--- src/lmd_defines.svh ---
// Offsets, field positions, reset values and timing counts of the LCD drive timing block
`ifndef LMD_DEFINES_SVH
`define LMD_DEFINES_SVH
// Register byte offsets
`define LMD_OFF_CTRL     8'h00
`define LMD_OFF_RAM      8'h04
`define LMD_OFF_STATUS   8'h08
// Control field positions
`define LMD_CTRL_EN      0
`define LMD_CTRL_MODE_LO 1
`define LMD_CTRL_MODE_HI 2
`define LMD_CTRL_HALF    3
// RAM access field positions
`define LMD_RAM_COL_HI   6
`define LMD_RAM_DAT_LO   8
`define LMD_RAM_DAT_HI   11
// Reset values: 1:4 multiplex, third bias, display off
`define LMD_RST_MODE     2'h3
`define LMD_RST_HALF     1'b0
`define LMD_RST_EN       1'b0
// Timing
`define LMD_REF_HZ       25000000
`define LMD_CLK_SLOW_HZ  1970
`define LMD_CLK_FAST_HZ  2640
`define LMD_OSC_DIV      64
`define LMD_FRAME_TICKS  24
// AXI responses
`define LMD_RESP_OKAY    2'h0
`define LMD_RESP_SLVERR  2'h2
`endif

--- src/lmd_pkg.sv ---
// Types shared by the LCD drive timing block
package lmd_pkg;
	// Drive mode, value = active backplanes minus one
	typedef enum logic [1:0] {
		LMD_STATIC = 2'h0,
		LMD_MUX2   = 2'h1,
		LMD_MUX3   = 2'h2,
		LMD_MUX4   = 2'h3
	} lmd_mode_t;
	// Drive level: 0 = ground, 3 = lcd_drive_supply, 1/2 = thirds
	typedef logic [1:0] lmd_level_t;
endpackage

--- src/lmd_drive_timing.sv ---
// LCD multiplex drive timing, display RAM and AXI4-Lite register slave
`include "lmd_defines.svh"

module lmd_drive_timing #(
	parameter int NSEG = 80
) (
	input  wire logic                     ref_clk,
	input  wire logic                     rst_n,
	input  wire logic                     osc_select_pin,
	input  wire logic                     frame_rate_select_pin,
	input  wire logic                     clk_pin_i,
	output logic                          clk_pin_o,
	output logic                          clk_pin_oe_n,
	input  wire logic                     sync_i,
	output logic                          sync_o,
	output logic                          sync_oe_n,
	output lmd_pkg::lmd_level_t [3:0]     backplane_outputs,
	output lmd_pkg::lmd_level_t [NSEG-1:0] segment_outputs,
	input  wire logic [7:0]               s_axi_awaddr,
	input  wire logic                     s_axi_awvalid,
	output logic                          s_axi_awready,
	input  wire logic [31:0]              s_axi_wdata,
	input  wire logic [3:0]               s_axi_wstrb,
	input  wire logic                     s_axi_wvalid,
	output logic                          s_axi_wready,
	output logic [1:0]                    s_axi_bresp,
	output logic                          s_axi_bvalid,
	input  wire logic                     s_axi_bready,
	input  wire logic [7:0]               s_axi_araddr,
	input  wire logic                     s_axi_arvalid,
	output logic                          s_axi_arready,
	output logic [31:0]                   s_axi_rdata,
	output logic [1:0]                    s_axi_rresp,
	output logic                          s_axi_rvalid,
	input  wire logic                     s_axi_rready
);
	// Oscillator periods in reference cycles
	localparam int SLOW_I = `LMD_REF_HZ / (`LMD_CLK_SLOW_HZ * `LMD_OSC_DIV);
	localparam int FAST_I = `LMD_REF_HZ / (`LMD_CLK_FAST_HZ * `LMD_OSC_DIV);
	localparam logic [7:0] OSC_SLOW = 8'(SLOW_I - 1);
	localparam logic [7:0] OSC_FAST = 8'(FAST_I - 1);
	localparam logic [4:0] FRAME_LAST = 5'(`LMD_FRAME_TICKS - 1);

	////////////////////////////////////////////////////////////////////
	// Helper functions
	////////////////////////////////////////////////////////////////////
	// Phase length: frame split into 2n equal halves-of-phase
	function automatic logic [4:0] slot_len(lmd_pkg::lmd_mode_t m);
		case (m)
			lmd_pkg::LMD_STATIC: slot_len = 5'd12;
			lmd_pkg::LMD_MUX2:   slot_len = 5'd6;
			lmd_pkg::LMD_MUX3:   slot_len = 5'd4;
			default:             slot_len = 5'd3;
		endcase
	endfunction
	// Backplane index to RAM row it carries
	function automatic logic [1:0] bp_row(int b, lmd_pkg::lmd_mode_t m);
		case (m)
			lmd_pkg::LMD_STATIC: bp_row = 2'h0;
			lmd_pkg::LMD_MUX2:   bp_row = 2'(b % 2);
			lmd_pkg::LMD_MUX3:   bp_row = (b == 3) ? 2'h1 : 2'(b);
			default:             bp_row = 2'(b);
		endcase
	endfunction
	// Level for one pin; inversion flips about the middle
	function automatic lmd_pkg::lmd_level_t drv(logic is_bp, logic act,
			logic pol, logic stat, logic half);
		lmd_pkg::lmd_level_t l;
		if (is_bp)
			l = act ? 2'h3 : 2'h1;
		else
			l = act ? 2'h0 : (stat ? 2'h3 : (half ? 2'h1 : 2'h2));
		// Half-bias midpoint stays put under inversion
		if (pol && !(half && !stat && l == 2'h1))
			l = 2'h3 - l;
		drv = l;
	endfunction

	////////////////////////////////////////////////////////////////////
	// Control state
	////////////////////////////////////////////////////////////////////
	lmd_pkg::lmd_mode_t mode_q;          // Drive mode
	logic               half_q;          // Half bias select
	logic               en_q;            // Display enable
	logic [3:0]         ram_q [NSEG];    // Display RAM
	logic [11:0]        ram_acc_q;       // Last RAM access word
	logic [7:0]         osc_cnt_q;       // Oscillator period count
	logic [5:0]         presc_q;         // Divide-by-64 prescaler
	logic               ext_q;           // Previous clock pin sample
	logic [4:0]         frame_q;         // Working clock in frame
	logic [1:0]         row_q;           // Current RAM row
	logic               pol_q;           // Second half of frame
	logic [NSEG-1:0]    disp_q;          // Display register

	////////////////////////////////////////////////////////////////////
	// Working clock
	////////////////////////////////////////////////////////////////////
	wire [7:0] osc_per  = frame_rate_select_pin ? OSC_SLOW : OSC_FAST;
	wire       osc_tick = !osc_select_pin && (osc_cnt_q == osc_per);
	wire       int_tick = osc_tick && (presc_q == 6'h3f);
	wire       ext_tick = osc_select_pin && clk_pin_i && !ext_q;
	wire       fclk_tick = int_tick || ext_tick;

	// Oscillator and prescaler run only when selected
	always_ff @(posedge ref_clk) begin
		if (!rst_n) begin
			osc_cnt_q <= 8'h00;
			presc_q   <= 6'h00;
			ext_q     <= clk_pin_i;  // Track the pin so release gives no false edge
		end else begin
			osc_cnt_q <= (osc_tick || osc_select_pin) ? 8'h00 : osc_cnt_q + 8'h01;
			presc_q   <= osc_tick ? presc_q + 6'h01 : presc_q;
			ext_q     <= clk_pin_i;
		end
	end

	// Clock pin out for cascade; released when external source chosen
	always_ff @(posedge ref_clk) begin
		if (!rst_n) begin
			clk_pin_o    <= 1'b0;
			clk_pin_oe_n <= 1'b1;
		end else begin
			clk_pin_o    <= presc_q[5];
			clk_pin_oe_n <= osc_select_pin;
		end
	end

	////////////////////////////////////////////////////////////////////
	// Frame sequencing
	////////////////////////////////////////////////////////////////////
	// Another device pulled sync while we are mid-frame
	wire       resync   = !sync_i && (frame_q != 5'h00);
	wire [4:0] frame_d  = (resync || frame_q == FRAME_LAST) ? 5'h00
	                    : frame_q + 5'h01;
	wire [4:0] len      = slot_len(mode_q);
	wire [4:0] slot_d   = frame_d / len;
	wire [2:0] nrow     = 3'(mode_q) + 3'h1;
	wire       phase_st = (frame_d % len) == 5'h00;
	wire [1:0] row_d    = 2'(slot_d % 5'(nrow));
	wire       pol_d    = slot_d >= 5'(nrow);
	logic [NSEG-1:0] disp_d;

	// Pick one RAM row across all columns
	always_comb begin
		for (int c = 0; c < NSEG; c++)
			disp_d[c] = ram_q[c][row_d];
	end

	// Advance on each working clock; reload at phase start
	always_ff @(posedge ref_clk) begin
		if (!rst_n) begin
			frame_q <= 5'h00;
			row_q   <= 2'h0;
			pol_q   <= 1'b0;
			disp_q  <= '0;
		end else if (fclk_tick) begin
			frame_q <= frame_d;
			if (phase_st) begin
				row_q  <= row_d;
				pol_q  <= pol_d;
				disp_q <= disp_d;
			end
		end
	end

	// Open-drain sync: pull low for the first clock of each frame
	assign sync_o    = 1'b0;
	assign sync_oe_n = (frame_q != 5'h00);

	////////////////////////////////////////////////////////////////////
	// Output levels
	////////////////////////////////////////////////////////////////////
	wire stat = (mode_q == lmd_pkg::LMD_STATIC);
	// Registered pin levels; disabled display parks at supply
	always_ff @(posedge ref_clk) begin
		for (int b = 0; b < 4; b++) begin
			if (!rst_n || !en_q)
				backplane_outputs[b] <= 2'h3;
			else
				backplane_outputs[b] <= drv(1'b1, bp_row(b, mode_q) == row_q,
					pol_q, stat, half_q);
		end
		for (int c = 0; c < NSEG; c++) begin
			if (!rst_n || !en_q)
				segment_outputs[c] <= 2'h3;
			else
				segment_outputs[c] <= drv(1'b0, disp_q[c], pol_q, stat,
					half_q);
		end
	end

	////////////////////////////////////////////////////////////////////
	// AXI4-Lite slave
	////////////////////////////////////////////////////////////////////
	logic       aw_have_q;  // Write address held
	logic       w_have_q;   // Write data held
	logic [7:0] aw_q;       // Held write address
	logic [31:0] wd_q;      // Held write data
	logic [3:0] ws_q;       // Held strobes
	assign s_axi_awready = !aw_have_q && !s_axi_bvalid;
	assign s_axi_wready  = !w_have_q && !s_axi_bvalid;
	assign s_axi_arready = !s_axi_rvalid;
	wire do_wr  = aw_have_q && w_have_q && !s_axi_bvalid;
	wire wr_map = aw_q == `LMD_OFF_CTRL || aw_q == `LMD_OFF_RAM
	           || aw_q == `LMD_OFF_STATUS;
	wire [6:0] wcol = wd_q[`LMD_RAM_COL_HI:0];
	wire [6:0] rcol = ram_acc_q[`LMD_RAM_COL_HI:0];
	wire [3:0] rram = (rcol < 7'(NSEG)) ? ram_q[rcol] : 4'h0;

	// Address and data captured in either order
	always_ff @(posedge ref_clk) begin
		if (!rst_n) begin
			aw_have_q    <= 1'b0;
			w_have_q     <= 1'b0;
			aw_q         <= 8'h00;
			wd_q         <= 32'h0;
			ws_q         <= 4'h0;
			s_axi_bvalid <= 1'b0;
			s_axi_bresp  <= `LMD_RESP_OKAY;
		end else begin
			if (s_axi_awvalid && s_axi_awready) begin
				aw_have_q <= 1'b1;
				aw_q      <= s_axi_awaddr;
			end
			if (s_axi_wvalid && s_axi_wready) begin
				w_have_q <= 1'b1;
				wd_q     <= s_axi_wdata;
				ws_q     <= s_axi_wstrb;
			end
			if (do_wr) begin
				aw_have_q    <= 1'b0;
				w_have_q     <= 1'b0;
				s_axi_bvalid <= 1'b1;
				s_axi_bresp  <= wr_map ? `LMD_RESP_OKAY : `LMD_RESP_SLVERR;
			end else if (s_axi_bready)
				s_axi_bvalid <= 1'b0;
		end
	end

	// Register writes; status is read-only, low byte needed for control
	always_ff @(posedge ref_clk) begin
		if (!rst_n) begin
			mode_q    <= lmd_pkg::lmd_mode_t'(`LMD_RST_MODE);
			half_q    <= `LMD_RST_HALF;
			en_q      <= `LMD_RST_EN;
			ram_acc_q <= 12'h000;
		end else if (do_wr && aw_q == `LMD_OFF_CTRL && ws_q[0]) begin
			en_q   <= wd_q[`LMD_CTRL_EN];
			mode_q <= lmd_pkg::lmd_mode_t'(wd_q[`LMD_CTRL_MODE_HI:`LMD_CTRL_MODE_LO]);
			half_q <= wd_q[`LMD_CTRL_HALF];
		end else if (do_wr && aw_q == `LMD_OFF_RAM && ws_q[1:0] == 2'h3)
			ram_acc_q <= wd_q[11:0];
	end

	// RAM store; columns past the last are dropped
	always_ff @(posedge ref_clk) begin
		if (do_wr && aw_q == `LMD_OFF_RAM && ws_q[1:0] == 2'h3 && wcol < 7'(NSEG))
			ram_q[wcol] <= wd_q[`LMD_RAM_DAT_HI:`LMD_RAM_DAT_LO];
	end

	// Read answer one cycle after address
	always_ff @(posedge ref_clk) begin
		if (!rst_n) begin
			s_axi_rvalid <= 1'b0;
			s_axi_rdata  <= 32'h0;
			s_axi_rresp  <= `LMD_RESP_OKAY;
		end else if (s_axi_arvalid && s_axi_arready) begin
			s_axi_rvalid <= 1'b1;
			s_axi_rresp  <= `LMD_RESP_OKAY;
			case (s_axi_araddr)
				`LMD_OFF_CTRL:   s_axi_rdata <= {28'h0, half_q, mode_q, en_q};
				`LMD_OFF_RAM:    s_axi_rdata <= {20'h0, rram, 1'b0, rcol};
				`LMD_OFF_STATUS: s_axi_rdata <= {20'h0, osc_select_pin,
					frame_rate_select_pin, pol_q, row_q, 2'h0, frame_q};
				default: begin
					s_axi_rdata <= 32'h0;
					s_axi_rresp <= `LMD_RESP_SLVERR;
				end
			endcase
		end else if (s_axi_rready)
			s_axi_rvalid <= 1'b0;
	end

	logic [2:0] past_q;  // Mode and enable one cycle back, behind the pin levels
	always_ff @(posedge ref_clk) past_q <= {mode_q, en_q};
endmodule

--- config.mk ---
export PLATFORM = sky130hd
export DESIGN_NAME = lmd_drive_timing
export DESIGN_NICKNAME = d
export VERILOG_FILES = /design/src/lmd_pkg.sv /design/src/lmd_drive_timing.sv
export VERILOG_INCLUDE_DIRS = /design/src /design/src/src
export SDC_FILE = /design/constraint.sdc
export NUM_CORES = 1
export LEC_CHECK = 0
export BUFFER_PORTS_ARGS = -buffer_cell sky130_fd_sc_hd__buf_2
export CORE_MARGIN = 3
export CORE_UTILIZATION = 45
export CTS_BUF_LIST = sky130_fd_sc_hd__clkbuf_2
export DETAILED_ROUTE_END_ITERATION = 10
export SLEW_MARGIN = 15
export SYNTH_ARGS = -nofsm -noshare
export SYNTH_HDL_FRONTEND = slang
export SYNTH_SLANG_ARGS = --single-unit
--- constraint.sdc ---
create_clock -name ref_clk -period 15.5 [get_ports ref_clk]
set_clock_uncertainty 0.15 [all_clocks]
set_input_delay 3.1 -clock ref_clk [delete_from_list [all_inputs] [get_ports ref_clk]]
set_output_delay 3.1 -clock ref_clk [all_outputs]
set_load 0.005 [all_outputs]
# Yosys cells after proc, flatten, opt, wreduce, memory -nomap -nowiden
# Memories as Yosys holds them, arrays and structs flattened. A register that Yosys moved wholly into a read port is not among the register bits.
# Cells that the tools add are included.
[word_totals]
register_bits = 346
ram_bits = 320
inputBits = 63
output_inout_bits = 213
n_memories = 1
[op_classes]
add_sub_neg = 88
n_div = 3
n_lt_le_gt_ge = 4
n_eq_ne = 98
muxes = 436
bitwise_logic = 2
reduce_logical = 300
[memory_table]
columns = ["name", "words", "width", "read_ports", "rd_clocked_by_memory_dff", "write_ports", "line_no", "text"]
rows = [
  ["ram_q", 80, 4, 81, 1, 1, "lmd_drive_timing.sv:85", "logic [3:0] ram_q [NSEG];"],
]
[op_table]
columns = ["op", "count"]
rows = [
  ["$mux W2", 261],
  ["$logic_and A1 B1 Y1", 186],
  ["$eq A2 B1 Y1 const B", 85],
  ["$sub A2 B2 Y2 const A", 84],
  ["$bmux W1 S2", 80],
  ["$logic_not A1 Y1", 94],
  ["$mux W1", 87],
  ["$pmux W12 S3", 1],
  ["$mux W7", 3],
  ["$eq A8 B3 Y1 const B", 2],
  ["$eq A8 B4 Y1 const B", 2],
  ["$logic_not A8 Y1", 2],
  ["$lt A7 B7 Y1 const B", 2],
  ["$pmux W4 S3", 1],
  ["$add A8 B1 Y8 const B", 1],
  ["$eq A2 B2 Y1", 4],
  ["$eq A8 B8 Y1", 1],
  ["$reduce_or A2 Y1", 4],
  ["$add A6 B1 Y6 const B", 1],
  ["$eq A6 B6 Y1 const B", 1],
  ["$logic_or A1 B1 Y1", 6],
  ["$add A5 B1 Y5 const B", 1],
  ["$div A5 B5 Y5", 1],
  ["$eq A5 B5 Y1 const B", 1],
  ["16 further kinds", 20],
]

# Logic depth before layout (Yosys ltp)
[logic_depth]
ltp_word = 12
ltp_mapped = 57
ltp_nobuf = 54

# Worst setup path before layout
# No wires, ideal clock.
[synth_timing]
path_type = "input to register"
from = "in sync_i"
to = "reg disp_q[0]"
arrival_ns = 13.345
slack_ns = 1.867
path_stages = 48
path_buffers = 3
cell_sequence = "nor2_1 -> nor3_1 -> ha_1 -> o21a_1 -> o21ai_1 -> nor2_1 -> a21o_1 -> ha_1 -> o21ai_1 -> a211oi_2 -> mux2i_1 -> inv_2 -> ha_1 -> nand4_1 -> o21ai_2 -> mux2_2 -> ha_1 -> a21oi_1 -> [12 not listed] -> o2111ai_1 -> o21ai_1 -> mux2_2 -> ha_1 -> a21oi_1 -> o21ai_0 -> or2_4 -> a21oi_1 -> ha_1 -> a21o_1 -> a21oi_1 -> o211ai_2 -> mux2i_1 -> buf_2 -> buf_6 -> buf_4 -> mux2i_1 -> o221ai_1"
[synth_between]
elab_chain_cells = 8
word_cells_on_any_way = 11
cone_classes = "3 x div; 3 x mux; 5 x reduce/logical"
[synth_lines]
columns = ["item", "line_no", "text"]
rows = [
  ["start: declaration", "lmd_drive_timing.sv:14", "input wire logic sync_i,"],
  ["$logic_not A1 Y1 (*)", "lmd_drive_timing.sv:132", "wire resync = !sync_i && (frame_q != 5'h00);"],
  ["$logic_and A1 B1 Y1 (*)", "lmd_drive_timing.sv:132", ""],
  ["$logic_or A1 B1 Y1 (*)", "lmd_drive_timing.sv:133", "wire [4:0] frame_d = (resync || frame_q == FRAME_LAST) ? 5'h00"],
  ["$mux W5 (*)", "lmd_drive_timing.sv:133", ""],
  ["$div A5 B5 Y5", "lmd_drive_timing.sv:136", "wire [4:0] slot_d = frame_d / len;"],
  ["$mod A5 B3 Y5", "lmd_drive_timing.sv:139", "wire [1:0] row_d = 2'(slot_d % 5'(nrow));"],
  ["$bmux W1 S2", "lmd_drive_timing.sv:146", "disp_d[c] = ram_q[c][row_d];"],
  ["$mux W1 (not written as such)", "lmd_drive_timing.sv:146", ""],
  ["end signal: assignment", "lmd_drive_timing.sv:161", "disp_q <= disp_d;"],
  ["end: declaration", "lmd_drive_timing.sv:93", "logic [NSEG-1:0] disp_q;"],
]
# Every way passes the cells marked *; elsewhere a longest branch is shown, timed or not. The select of a mux whose other input is x is not followed.
# A chain may end at the register's enable or synchronous reset.

# Worst setup path in the final report
[layout_timing]
from = "in sync_i"
to = "reg disp_q[66]"
# The elaborated chain is that of the path after synthesis.

==> key figures <==
Outcome
  – Status: finished, final reports clean

Cells and area
  – Fin nets: 3044
  – Most common cell after layout, fill and taps aside: edfxtp_1
  – Commonest cells after routing, fill and taps aside: edfxtp_1, dfxtp_1, clkbuf_2, buf_2, conb_1
  – Ratio of cells with drive above 1 in the final layout: 0.257
  – Area growth syn-to-layout: 13.4%

Timing
  – Tcrit/Tclk final: 0.887
  – Final slew viol count: 0
  – Min Clock Period, post-route: 13.75 ns
  – Final setup fails: 0
  – Worst Max-Slew Pin Slew: 1.17 ns
  – FMAX: 72.8 MHz
  – Hold WS: 0.303 ns
  – Final Hold Fails: 0
  – Fin Setup TNS: 0 ns
  – Slew headroom: 0.215
  – Unrepaired setup endpoints after global routing: false

Floorplan
  – IO Count: 276
  – Chip height: 285 µm
  – Die width: 285 µm
  – Starting Density: 0.458
  – Core area: 0.0765 mm²
  – Core Rows: 101
  – Die area: 0.0812 mm²

Pwr
  – Clock network power share: 0.355
  – Pwr per Cell Area: 105 mW/mm²
  – Combinational share of power: 0.053
  – LEAKAGE: 14.3 nW
  – Sequential power share: 0.591
  – Sw frac: 0.256
  – Peak VDD IR: 0.0000540 V
  – P_sw: 1.06 mW
  – Power Internal: 3.09 mW

Clock network
  – H-Tree Depth: 4
  – Clock root cell: clkbuf_2
  – Post_cts resized: 0
  – Cts bufs inserted: 210
  – Maximum root-to-sink buffer count: 3
  – CTS clock-pin slew for the worst setup and hold paths: 0.10 ns
  – Postcts setup bufs: 0
  – TritonCTS clock tree: built
  – Skew-Pair Late Insertion Delay: 1.44 ns
  – CTS Sinks: 842
  – # hold bufs at CTS: 0

GRT
  – Largest net degree at the start of global routing: 275
  – Initial antenna violation count: 3
  – GR Overflow Total: 0
  – First-pass GRT wire length: 138000 µm
  – Global Route Usage Sum: 0.221
  – Vias in the first global route: 23200

Synthesis
  – Top-area cell type share of the netlist area: 0.439
  – Post-synthesis cell type count: 70
  – Ys Warns: 0
  – EDFF count, synth: 512
  – Cell taking the most area after synthesis: edfxtp_1
  – Synth Instances: 2458
  – Post-synth ARST share: 0
  – Synthesized area per cell: 14.2 µm²
  – Synth area leaders: edfxtp_1, dfxtp_1, mux4_2
  – Dominant synthesized flop cell: edfxtp_1
  – Seq cells post-synth: 842
  – Sequential element share of the synthesized area: 0.628
  – Synth Cell Area: 0.0350 mm²

Placement
  – Final RePlAce weighted congestion: 0.869
  – Post-DP HPWL: 58100 µm
  – Port buffer count: 229

Critical path
  – Worst Path Required: 16.55 ns
  – Capturing point of the worst reg2reg path: disp_q[66]$_SDFFE_PN0P_
  – FF-to-FF Start: mode_q[0]$_SDFFE_PN1P_
  – CP startpoint kind: input port
  – Worst Path Max Fanout: 27
  – Arr. time, crit path: 14.80 ns
  – Reg2reg path depth: 53
  – Most frequent CP cell: ha_1
  – CP Capture Type: flop
  – CP Buf/Inv Count: 5
  – Critical Path Stages: 54
  – Worst path max stage delay: 0.38 ns
  – R2R setup slack: 2.62 ns
  – CP Class: input port to flop
  – CP max stage cell: o21ai_1
  – Critical path's top delay family: compound AO/OA/AOI/OAI gates

Hold path
  – Hold_sp: s_axi_rdata[5]$_SDFFE_PN0P_
  – Hold Path Class: flop to flop
  – Hold Path End: s_axi_rdata[5]$_SDFFE_PN0P_
  – Worst Hold Depth: 2

Drt
  – Initial DRC count: 1864
  – Antenna viol nets, final: 0
  – DR WL/cell: 21.7 µm
  – Via Count: 23200
  – Vias per cell: 5.60
  – Residual DRC: 0
  – TritonRoute pass-1 iters: 10
  – Routed WL: 90200 µm

Flow run
  – Max_cap viols: 0
## through the flow
| stage | power [mW] | setup slack (ns) | util | instances | instance area (µm²) |
|---|---|---|---|---|---|
| 6_report | 4.16 | 1.75 | 0.519 | 4153 | 39700 |
| 5_1_grt | 4.36 | 0.934 | 0.519 | 4153 | 39700 |
| 2_1_floorplan | 2.66 | 1.87 | - | 2672 | 35800 |
| 3_5_place_dp | 2.73 | 0.509 | 0.493 | 3760 | 37700 |
| 3_3_place_gp | 2.72 | 0.831 | 0.493 | 3760 | 37700 |
| 4_1_cts | 4.21 | 2.05 | 0.519 | 4149 | 39700 |
## cells in the mapped netlist, types with 6 or more instances
master and n:
edfxtp_1 512, dfxtp_1 330, mux2i_1 186, nand2_1 174, mux4_2 168, nor2_1 165
clkbuf_1 123, a21oi_1 120, o21ai_0 106, o311ai_0 81, o221ai_1 80, o31ai_1 80
ha_1 38, buf_4 33, buf_1 30, nand3_1 23, inv_1 21, xnor2_1 15
nor2b_1 12, buf_2 11, buf_6 11, xor2_1 11, a22oi_1 9, o21a_1 7
a21o_1 6, and3_1 6, nand2b_1 6, nand3b_1 6
## flip-flops by register name, summed over array words and instances (netlist names), 5 cells and up, named ones only
register and cells:
backplane_outputs 8, aw_q 8, osc_cnt_q 8, presc_q 6
segment_outputs 160, wd_q 11, disp_q 80, frame_q 5
s_axi_rdata 12, ram_acc_q 7, ram_q 512
## per-layer routing
layer / GRT usage / up-vias / share of wire
met1: 0.300 / 11600 / 0.43
met3: 0.0454 / 149 / 0.073
li1: - / 10500 / -
met2: 0.355 / 913 / 0.47
met4: 0.0816 / 0 / 0.024
met5: 0 / - / 0
## power by group through the flow
stage | registers (mW) | clock network (mW) | logic, mW
after detailed placement | 2.51 | 0 | 0.219
after global placement | 2.51 | 0 | 0.216
after global routing | 2.47 | 1.66 | 0.239
after floorplan | 2.50 | 0 | 0.159
final | 2.46 | 1.48 | 0.221
after CTS | 2.46 | 1.54 | 0.219
## kinds of logic (layout without fill, tap and decap cells)
group                      Yosys count  count (layout)  share of synthesized area
AOI/OAI and AO/OA                  527             527                      0.104
muxes                              359             359                      0.163
adders and majority gates           39              39                     0.0142
xor gates and xnor gates            26              26                    0.00650
and+or+nand+nor                    432             432                     0.0534
other                                1             219                   0.000107
DFF                                842             842                      0.628
buffers and inverters              232             679                     0.0312
## worst max-delay path by stage
stage | from | end | slack [ns]
floorplan | sync_i | disp_q[0]$_SDFFE_PN0P_ | 1.87
global placement | sync_i | disp_q[71]$_SDFFE_PN0P_ | 0.83
detailed placement | sync_i | disp_q[70]$_SDFFE_PN0P_ | 0.51
CTS | sync_i | disp_q[66]$_SDFFE_PN0P_ | 2.05
global route | sync_i | disp_q[66]$_SDFFE_PN0P_ | 0.93
finish | sync_i | disp_q[66]$_SDFFE_PN0P_ | 1.75
## cell type report
cell class / instances / area, µm²
Antenna cell: 4 / 10.0
Clock buffer: 304 / 1520
Clock inverter: 85 / 452
Fill cell: 6587 / 36800
Inverter: 24 / 90.1
Multi-Input combinational cell: 1598 / 12800
Sequential cell: 842 / 22000
Tap cell: 1030 / 1290
Timing Repair Buffer: 266 / 1540
## worst register-to-register path: cells and delay by family, from the launching register on
family,cells,cell delay (ns)
DFF,1,0.53
muxes,4,1.10
and+or+nand+nor,11,1.73
adders and majority gates,9,3.12
buffers and inverters,5,1.34
AOI/OAI and AO/OA,24,4.73
No activity file was read; power rests on OpenSTA's default activity.
